<file path="src/hw/rtcdt_defs.vh">
// Overview of operation
// - Volatile 8-bit trim magnitude register
// - Sign one removes cycles, zero inserts
// - Zero magnitude gives nominal periods
// - Each magnitude unit is two cycles
// - Minute-rate correction at minute increment
// - Pin drives signal only while enabled
// - No waveform while on backup battery
// - Low select bits pick output frequency
// - Periods 32768, 8, 4, 1 cycles
// - Code 11 passes raw oscillator
// - Code 00 corrected period 32768 plus/minus
// - Codes 01/10 delayed once per minute
// - Large magnitude at 01/10 need not track
// - Top select bit gives nominal 1 Hz
// - Top select bit corrects every period
// - Duty cycle need not stay 50%
// - Battery drives pin low, reset tristates
// - Unused output follows pin-level bit
`ifndef RTCDT_DEFS_VH
`define RTCDT_DEFS_VH

`define RTCDT_ADDR_SIGN   8'h03
`define RTCDT_ADDR_CTRL   8'h07
`define RTCDT_ADDR_TRIM   8'h09

`define RTCDT_SIGN_BIT    7
`define RTCDT_LEVEL_BIT   7
`define RTCDT_ENABLE_BIT  6
`define RTCDT_RS_TOP_BIT  2
`define RTCDT_RS_MID_BIT  1
`define RTCDT_RS_LOW_BIT  0
`define RTCDT_TRIM_MSB    7

`define RTCDT_RS_1HZ      2'h0
`define RTCDT_RS_4K       2'h1
`define RTCDT_RS_8K       2'h2
`define RTCDT_RS_RAW      2'h3

`define RTCDT_PER_1HZ     17'h08000
`define RTCDT_PER_4K      17'h00008
`define RTCDT_PER_8K      17'h00004
`define RTCDT_PER_MIN     17'h00002
`define RTCDT_PER_RAW     17'h00001
`define RTCDT_CNT_ONE     17'h00001

`define RTCDT_TRIM_RST    8'h00
`define RTCDT_CTRL_RST    8'h00
`define RTCDT_CNT_RST     17'h00000
`define RTCDT_BYTE_ZERO   8'h00

`endif

</file>
<file path="src/hw/rtcdt_trim.v">
`timescale 1ns/1ps
`default_nettype none
`include "rtcdt_defs.vh"

module rtcdt_trim
(
   input  wire        i_core_clk,     // Core clock, 25 MHz
   input  wire        i_rst_n,        // Supply power-on reset, active low
   input  wire        i_osc_lvl,      // Crystal oscillator level, synchronous
   input  wire        i_minute_tick,  // One-cycle minute increment strobe
   input  wire        i_on_battery,   // High while running from backup supply
   input  wire        i_reg_wr,       // Register write strobe
   input  wire        i_reg_rd,       // Register read strobe
   input  wire [7:0]  i_reg_addr,     // Register address
   input  wire [7:0]  i_reg_wdata,    // Register write data
   output reg  [7:0]  o_reg_rdata,    // Register read data, valid after read
   output reg         o_clk_pin,      // Divided clock pin level
   output reg         o_clk_pin_oe    // Divided clock pin drive enable
);

   reg  [7:0]  trim_magnitude_value_q;
   reg         trim_sign_q;
   reg         pin_level_q;
   reg         square_wave_enable_q;
   reg         rate_select_top_q;
   reg         rate_select_mid_q;
   reg         rate_select_low_q;
   reg         osc_prev_q;
   reg         pend_q;
   reg         pend_d;
   reg  [16:0] cnt_q;
   reg  [16:0] cnt_d;
   reg  [16:0] len_q;
   reg  [16:0] half_q;
   reg  [16:0] nom;
   reg  [16:0] adj;
   reg  [16:0] len_d;
   reg         apply;
   reg         delay_only;
   reg         plus;
   reg         pin_d;
   reg  [7:0]  rdata_d;
   wire [1:0]  rate_lo;
   wire        osc_rise;
   wire        wrap;
   wire        reg_ok;

   assign rate_lo  = {rate_select_mid_q, rate_select_low_q};
   assign osc_rise = i_osc_lvl & ~osc_prev_q;
   assign wrap     = osc_rise & (cnt_q >= len_q - `RTCDT_CNT_ONE);
   // Host access is lost on the backup supply
   assign reg_ok   = ~i_on_battery;

   // Trim magnitude register
   always @(posedge i_core_clk or negedge i_rst_n)
   begin
      if (!i_rst_n)
      begin
         trim_magnitude_value_q <= `RTCDT_TRIM_RST;
      end
      else if (i_reg_wr && reg_ok && i_reg_addr == `RTCDT_ADDR_TRIM)
      begin
         trim_magnitude_value_q <= i_reg_wdata;
      end
   end

   // Sign shares its byte with timekeeping bits held outside this block
   always @(posedge i_core_clk or negedge i_rst_n)
   begin
      if (!i_rst_n)
      begin
         trim_sign_q <= 1'b0;
      end
      else if (i_reg_wr && reg_ok && i_reg_addr == `RTCDT_ADDR_SIGN)
      begin
         trim_sign_q <= i_reg_wdata[`RTCDT_SIGN_BIT];
      end
   end

   // Control register fields
   always @(posedge i_core_clk or negedge i_rst_n)
   begin
      if (!i_rst_n)
      begin
         pin_level_q          <= 1'b0;
         square_wave_enable_q <= 1'b0;
         rate_select_top_q    <= 1'b0;
         rate_select_mid_q    <= 1'b0;
         rate_select_low_q    <= 1'b0;
      end
      else if (i_reg_wr && reg_ok && i_reg_addr == `RTCDT_ADDR_CTRL)
      begin
         pin_level_q          <= i_reg_wdata[`RTCDT_LEVEL_BIT];
         square_wave_enable_q <= i_reg_wdata[`RTCDT_ENABLE_BIT];
         rate_select_top_q    <= i_reg_wdata[`RTCDT_RS_TOP_BIT];
         rate_select_mid_q    <= i_reg_wdata[`RTCDT_RS_MID_BIT];
         rate_select_low_q    <= i_reg_wdata[`RTCDT_RS_LOW_BIT];
      end
   end

   // Read data
   always @*
   begin
      rdata_d = `RTCDT_BYTE_ZERO;
      case (i_reg_addr)
         `RTCDT_ADDR_TRIM:
         begin
            rdata_d = trim_magnitude_value_q;
         end
         `RTCDT_ADDR_SIGN:
         begin
            rdata_d[`RTCDT_SIGN_BIT] = trim_sign_q;
         end
         `RTCDT_ADDR_CTRL:
         begin
            rdata_d[`RTCDT_LEVEL_BIT]  = pin_level_q;
            rdata_d[`RTCDT_ENABLE_BIT] = square_wave_enable_q;
            rdata_d[`RTCDT_RS_TOP_BIT] = rate_select_top_q;
            rdata_d[`RTCDT_RS_MID_BIT] = rate_select_mid_q;
            rdata_d[`RTCDT_RS_LOW_BIT] = rate_select_low_q;
         end
         default:
         begin
            rdata_d = `RTCDT_BYTE_ZERO;
         end
      endcase
   end

   always @(posedge i_core_clk or negedge i_rst_n)
   begin
      if (!i_rst_n)
      begin
         o_reg_rdata <= `RTCDT_BYTE_ZERO;
      end
      else if (i_reg_rd && reg_ok)
      begin
         o_reg_rdata <= rdata_d;
      end
   end

   // Length of the next output period
   always @*
   begin
      case (rate_lo)
         `RTCDT_RS_1HZ:
         begin
            nom = `RTCDT_PER_1HZ;
         end
         `RTCDT_RS_4K:
         begin
            nom = `RTCDT_PER_4K;
         end
         `RTCDT_RS_8K:
         begin
            nom = `RTCDT_PER_8K;
         end
         `RTCDT_RS_RAW:
         begin
            // Counter wraps every edge here; the pin bypasses it anyway
            nom = `RTCDT_PER_RAW;
         end
         default:
         begin
            nom = `RTCDT_PER_1HZ;
         end
      endcase
      if (rate_select_top_q)
      begin
         nom = `RTCDT_PER_1HZ;
      end
      // Two oscillator cycles per unit; zero gives no change
      adj        = {8'h00, trim_magnitude_value_q, 1'b0};
      // Top select corrects every period, else only the minute one
      apply      = rate_select_top_q | pend_q;
      // Fast rates with a small magnitude can only stretch
      delay_only = ~rate_select_top_q & (rate_lo != `RTCDT_RS_1HZ)
                   & ~trim_magnitude_value_q[`RTCDT_TRIM_MSB];
      plus       = ~trim_sign_q | delay_only;
      len_d      = nom;
      if (apply)
      begin
         if (plus)
         begin
            len_d = nom + adj;
         end
         else if (nom > adj + `RTCDT_PER_MIN)
         begin
            len_d = nom - adj;
         end
         else
         begin
            // Oversized removal at fast rates just clamps
            len_d = `RTCDT_PER_MIN;
         end
      end
   end

   always @*
   begin
      cnt_d = cnt_q;
      if (wrap)
      begin
         cnt_d = `RTCDT_CNT_RST;
      end
      else if (osc_rise)
      begin
         cnt_d = cnt_q + `RTCDT_CNT_ONE;
      end
      // A strobe landing on the consuming edge is kept for next time
      pend_d = i_minute_tick | (pend_q & ~wrap);
   end

   // A high oscillator level at release costs at most one stray count
   always @(posedge i_core_clk or negedge i_rst_n)
   begin
      if (!i_rst_n)
      begin
         osc_prev_q <= 1'b0;
      end
      else
      begin
         osc_prev_q <= i_osc_lvl;
      end
   end

   always @(posedge i_core_clk or negedge i_rst_n)
   begin
      if (!i_rst_n)
      begin
         pend_q <= 1'b0;
      end
      else
      begin
         pend_q <= pend_d;
      end
   end

   always @(posedge i_core_clk or negedge i_rst_n)
   begin
      if (!i_rst_n)
      begin
         cnt_q <= `RTCDT_CNT_RST;
      end
      else
      begin
         cnt_q <= cnt_d;
      end
   end

   always @(posedge i_core_clk or negedge i_rst_n)
   begin
      if (!i_rst_n)
      begin
         len_q  <= `RTCDT_PER_1HZ;
         half_q <= `RTCDT_CNT_RST;
      end
      else if (wrap)
      begin
         len_q  <= len_d;
         // High phase stays nominal; trim lands in the low phase
         half_q <= nom >> 1;
      end
   end

   // Pin level
   always @*
   begin
      if (i_on_battery)
      begin
         pin_d = 1'b0;
      end
      else if (!square_wave_enable_q)
      begin
         pin_d = pin_level_q;
      end
      else if (!rate_select_top_q && rate_lo == `RTCDT_RS_RAW)
      begin
         pin_d = i_osc_lvl;
      end
      else
      begin
         pin_d = (cnt_q < half_q);
      end
   end

   always @(posedge i_core_clk or negedge i_rst_n)
   begin
      if (!i_rst_n)
      begin
         o_clk_pin <= 1'b0;
      end
      else
      begin
         o_clk_pin <= pin_d;
      end
   end

   // Pin floats only under power-on reset, also on the backup supply it drives low
   always @(posedge i_core_clk or negedge i_rst_n)
   begin
      if (!i_rst_n)
      begin
         o_clk_pin_oe <= 1'b0;
      end
      else
      begin
         o_clk_pin_oe <= 1'b1;
      end
   end

endmodule // rtcdt_trim

`default_nettype wire

</file>
<file path="config.mk">
export PLATFORM = sky130hd
export DESIGN_NAME = rtcdt_trim
export DESIGN_NICKNAME = d
export VERILOG_FILES = /design/src/hw/rtcdt_trim.v
export VERILOG_INCLUDE_DIRS = /design/src /design/src/hw
export SDC_FILE = /design/constraint.sdc
export NUM_CORES = 1
export LEC_CHECK = 0
export BUFFER_PORTS_ARGS = -buffer_cell sky130_fd_sc_hd__buf_2
export CAP_MARGIN = 20
export CORE_MARGIN = 1
export CORE_UTILIZATION = 45
export DETAILED_ROUTE_END_ITERATION = 6
export GPL_TIMING_DRIVEN = 0
export PLACE_DENSITY = 0.73
export SLEW_MARGIN = 15
export SYNTH_ARGS = -nofsm -noshare
export SYNTH_HDL_FRONTEND = slang
export SYNTH_SLANG_ARGS = --single-unit
</file>
<file path="constraint.sdc">
create_clock -name i_core_clk -period 10.45 [get_ports i_core_clk]
set_input_delay 1.5675 -clock i_core_clk [delete_from_list [all_inputs] [get_ports i_core_clk]]
set_output_delay 1.5675 -clock i_core_clk [all_outputs]
set_load 0.01 [all_outputs]
</file>
== Yosys cells after proc, flatten, opt, wreduce, memory -nomap -nowiden ==
Cells that the tools add are included.

* $add $sub $neg: 5
* Magnitude comparators: 3
* Eq/ne operators: 6
* Mux-type cells: 14
* Bitwise operators: 14
* Reductions and logical operators: 10

{| class="wikitable"
|+ Operators by type and width
! cell !! count
|-
| two-way mux 17 bit || 6
|-
| case mux 17 bit (4 select lines) || 1
|-
| adder 17 x 1 -> 17 bit (second input constant) || 1
|-
| adder 17 x 9 -> 17 bit || 1
|-
| greater-or-equal comparator 17 bit || 1
|-
| greater-than comparator 17 x 10 -> 1 bit || 1
|-
| less-than comparator 17 x 16 -> 1 bit || 1
|-
| subtractor 17 x 1 -> 17 bit (second input constant) || 1
|-
| subtractor 17 x 9 -> 17 bit || 1
|-
| adder 9 x 2 -> 10 bit (second input constant) || 1
|-
| == test 8 x 2 -> 1 bit (second input constant) || 1
|-
| == test 8 x 3 -> 1 bit (second input constant) || 1
|-
| == test 8 x 4 -> 1 bit (second input constant) || 1
|-
| logical AND 1 bit || 6
|-
| inverter 1 bit || 6
|-
| case mux 3 bit (2 select lines) || 1
|-
| bitwise AND 1 bit || 5
|-
| == test 2 bit (second input constant) || 2
|-
| nonzero test 2 bit || 2
|-
| two-way mux 1 bit || 3
|-
| two-way mux 3 bit || 1
|-
| bitwise OR 1 bit || 3
|-
| case mux 1 bit (3 select lines) || 1
|-
| == test 2 x 1 -> 1 bit (second input constant) || 1
|-
| 3 further kinds || 3
|}

* Register bits: 76
* Input bits: 23
* Output and inout bits: 10
* Logic and storage cells: 67

== Depth between registers and ports, before layout ==
* Depth after elaboration: 7
* Mapped depth: 15
* Mapped depth without buffers: 13

== Worst setup path after synthesis ==
Ideal clock, no wire load.

* Path type: register -> register
* Start point: register len_q[4]
* End point: register len_q[0]
* Setup time: 125 ps
* Arrival time: 3179 ps
* Data required time: 10325 ps
* Setup slack: 7147 ps
* Stages on the path, launching flop included: 13
* Period minus slack after synthesis: 3303 ps
* Cell sequence: dfrtp_1 -> or4_4 -> nor4_4 -> nand3_2 -> nor4_2 -> xnor2_1 -> ha_1 -> and4_1 -> a221oi_1 -> nand2b_1 -> nand2_2 -> buf_6 -> mux2_2

* Word-level cells in the longest chain between the ends: 3

{| class="wikitable"
|+ Ends and longest elaborated chain
! item !! line !! text
|-
| from (decl) || rtcdt_trim.v:33 || <nowiki>reg [16:0] len_q;</nowiki>
|-
| from (signal assigned) || rtcdt_trim.v:254 || <nowiki>len_q <= `RTCDT_PER_1HZ;</nowiki>
|-
| from (signal assigned) || rtcdt_trim.v:259 || <nowiki>len_q <= len_d;</nowiki>
|-
| subtractor 17 x 1 -> 17 bit (no source line) || n/a ||
|-
| greater-or-equal comparator 17 bit (no source line) || n/a ||
|-
| bitwise AND 1 bit || rtcdt_trim.v:50 || <nowiki>assign wrap = osc_rise & (cnt_q >= len_q - `RTCDT_CNT_ONE);</nowiki>
|}

Every way passes these cells.
A chain may end at the register's enable or synchronous reset.

== Worst setup path in the final report ==
* Start point: register len_q[4]
* End point: register len_q[14]

The elaborated chain is that of the path after synthesis.

==> metrics.txt <==
clk slew on worst S/H paths approximately 0.070 ns; H-tree levels 3; CP Data Arrival Time 4.19 ns; commonest non-fill, non-tap cell in the layout dfrtp_1; critical path endpoint category flop; register area between 1500 and 2000 um2; die width 97.3 um; setup TNS after final layout 0 ns; area of the multi-input gates around 2400 um2; Filler Cells Inserted 789; remaining routing DRC violations 0; Period minus WS final between 3 and 4 ns; Cell Area, Placed ~4400 um2; Finished Core Util 0.523; critical path class reg -> reg; placer congestion estimate 0.906; Setup WS post-layout ~6.5 ns; Post-DRT Antenna Nets 0; RSZ-0062 raised after global routing false; Crit path largest cell delay just under 0.6 ns; share of cells above drive strength 1 0.177; CP most frequent cell nor2_1; Worst Hold Class reg -> reg; fraction of registers with async set/reset 1.00; gr ovfl total 0; outcome completed; detailed placement HPWL roughly 7 mm; Site Rows 34; deepest clock path buffer count 2; largest net degree at the start of global routing 64; commonest non-fill, non-tap cells in the layout dfrtp_1 (62), nor2_1 (44), buf_2 (36), o21ai_0 (29); vias roughly 3,400; die area 9460 um2; DP Worst Slack 6.52 ns; worst-margin pin slew 0.820 ns; synth unique cells just over 60; Yosys Warn Count 0; Inserted Diodes 0; Clock Sinks 63; Final nets 528; Finish-stage setup viols 0; Slowest-stage cell, CP or4_4; Final Hold Slack roughly 0.54 ns; I/O pin count 33; Area contributors post-synth dfrtp_1 (38%), ha_1 (8.3%), mux2_2 (5.5%); crit-path cells or4_4, nor4_4, nand3_2, nor4_2, xnor2_1, ha_1, a21oi_1, nand2_1, a221oi_1, nor2_1, nor2_1, clkbuf_1, o21ai_0; # resized after CTS 0; Hold-fix buffers, CTS 0; Leak slightly above 2 nW; Area Growth Syn to Fin 12.2%; drt via density 5.76; core area approximately 8800 um2; Reg-to-Reg Start len_q[4]$_DFFE_PN0P_; #FFs+latches synth 63; PwrDens 128 nW/um2; vias in the first global route 3,360; critical path fanouts, max 10; Mean Syn Cell Area around 9.5 um2; number of buffers created by CTS 9; post-route cell area between 4000 and 5000 um2; CTS tree yes; syn_nets between 400 and 500; port bufs 32; Post-synth EDFFs 0; postcts setup bufs 0; Slew headroom 0.454; clock root cell clkbuf_8; Hold Path Origin half_q[1]$_DFFE_PN0P_; Starting DRT DRC Count between 150 and 200; synthesized cell area a little over 4000 um2; fin crit share 0.380; fin. max-slew vios 0; initial antenna violation count 0; final wirelength 9.44 mm; first drt pass iteration count 4; Worst EP required 10.67 ns; Final Skew approximately 0.0086 ns; top-area cell type share of the netlist area 0.380; Global Route Usage Sum 0.209; starting density of the core 0.466; Max Cap Viol 0; Final Hold Vio Count 0; worst vdd ir around 0.067 mV; sequential share of the synthesized area 0.386; clock latency on the worst-skew pair between 0.3 and 0.4 ns; Startpoint Class flop; fmax roughly 0.25 GHz; Syn Inst Count 432; die height ~97 um; DR WL/cell 16.1 um; Critical path origin len_q[4]$_DFFE_PN0P_; first-pass GRT wire length approximately 16 mm; leading area contributor after synthesis dfrtp_1; Top FF cell, synth dfrtp_1
synth_stat cells, drive strengths merged, types with 3 or more instances:
master and count:
fa 3, nor2 44, nand2 28, buf 7
a21o 4, a22oi 4, ha 27, mux2 20
nor2b 4, xor2 14, xnor2 20, nand2b 5
o21ai 30, nor3 8, nand3 23, nand4 7
a21oi 23, or3 3, o22ai 3, inv 18
clkbuf 9, and3 10, nor4 11, dfrtp 62
o21a 4, mux2i 3, and4 4, o31ai 5
path summary, 6_finish.rpt:
check / end / slack, ns / cells after the start
max: len_q[14]$_DFFE_PN0P_ / 6.48 / 13
max in group asynchronous: len_q[14]$_DFFE_PN0P_ / 8.60 / 1
max reg2reg: len_q[14]$_DFFE_PN0P_ / 6.48 / 13
min: half_q[1]$_DFFE_PN0P_ / 0.54 / 2
min reg2reg: half_q[1]$_DFFE_PN0P_ / 0.54 / 2
min in group asynchronous: cnt_q[11]$_DFFE_PN0P_ / 1.28 / 1
where the power goes:
| part | total, W | switching (W) | leakage [nW] | internal, W |
|---|---|---|---|---|
| logic | 0.0000901 | 0.0000500 | 1.18 | 0.0000401 |
| clock network | 0.000218 | 0.000102 | 0.0916 | 0.000116 |
| registers | 0.000280 | 0.0000207 | 0.812 | 0.000259 |
sequential cells by signal (all words and copies together), names as in the netlist:
name	count
cnt_q	17
half_q	3
len_q	17
o_clk_pin	1
o_clk_pin_oe	1
o_reg_rdata	8
osc_prev_q	1
pend_q	1
pin_level_q	1
rate_select_low_q	1
rate_select_mid_q	1
rate_select_top_q	1
square_wave_enable_q	1
trim_magnitude_value_q	8
trim_sign_q	1
critical path: cells and delay by family, from the launching register on:
kind                       cells  cell delay, ns
and+or+nand+nor                7            1.77
AOI/OAI and AO/OA              3            0.82
xor gates and xnor gates       1            0.17
buffers and inverters          1            0.34
DFF                            1            0.43
adders and majority gates      1            0.29
per-stage QoR:
stage               power, W  instances
finish              0.000588        588
global route        0.000618        588
CTS                 0.000592        588
detailed placement  0.000374        572
global placement    0.000369        572
floorplan           0.000341        432
metal layers:
metal | GRT usage | share of wire | vias up
li1 | - | - | 1641
met1 | 0.264 | 0.45 | 1617
met4 | 0.102 | 0.028 | 0
met2 | 0.346 | 0.47 | 105
met3 | 0.0396 | 0.053 | 23
met5 | 0 | 0 | -
final cells by class:
cell class,instances,share of cell area
plain buffers,16,0.0164
clock buffers,11,0.0309
clock inverters,5,0.0126
repair buffers,32,0.0355
well taps,108,0.0295
flip-flops and latches,63,0.344
multi-input cells,335,0.516
inverters,18,0.0147
cell families (layout without fill, tap and decap cells):
group | after synthesis | after routing | share of synthesized area
and+or+nand+nor | 158 | 158 | 0.209
AOI/OAI and AO/OA | 89 | 89 | 0.137
xor gates and xnor gates | 34 | 34 | 0.0729
DFF | 63 | 63 | 0.386
muxes | 23 | 23 | 0.0625
adders and majority gates | 30 | 30 | 0.0974
other | 1 | 1 | 0.000918
buffers and inverters | 34 | 82 | 0.0349
(Power assumes the default switching activity.)
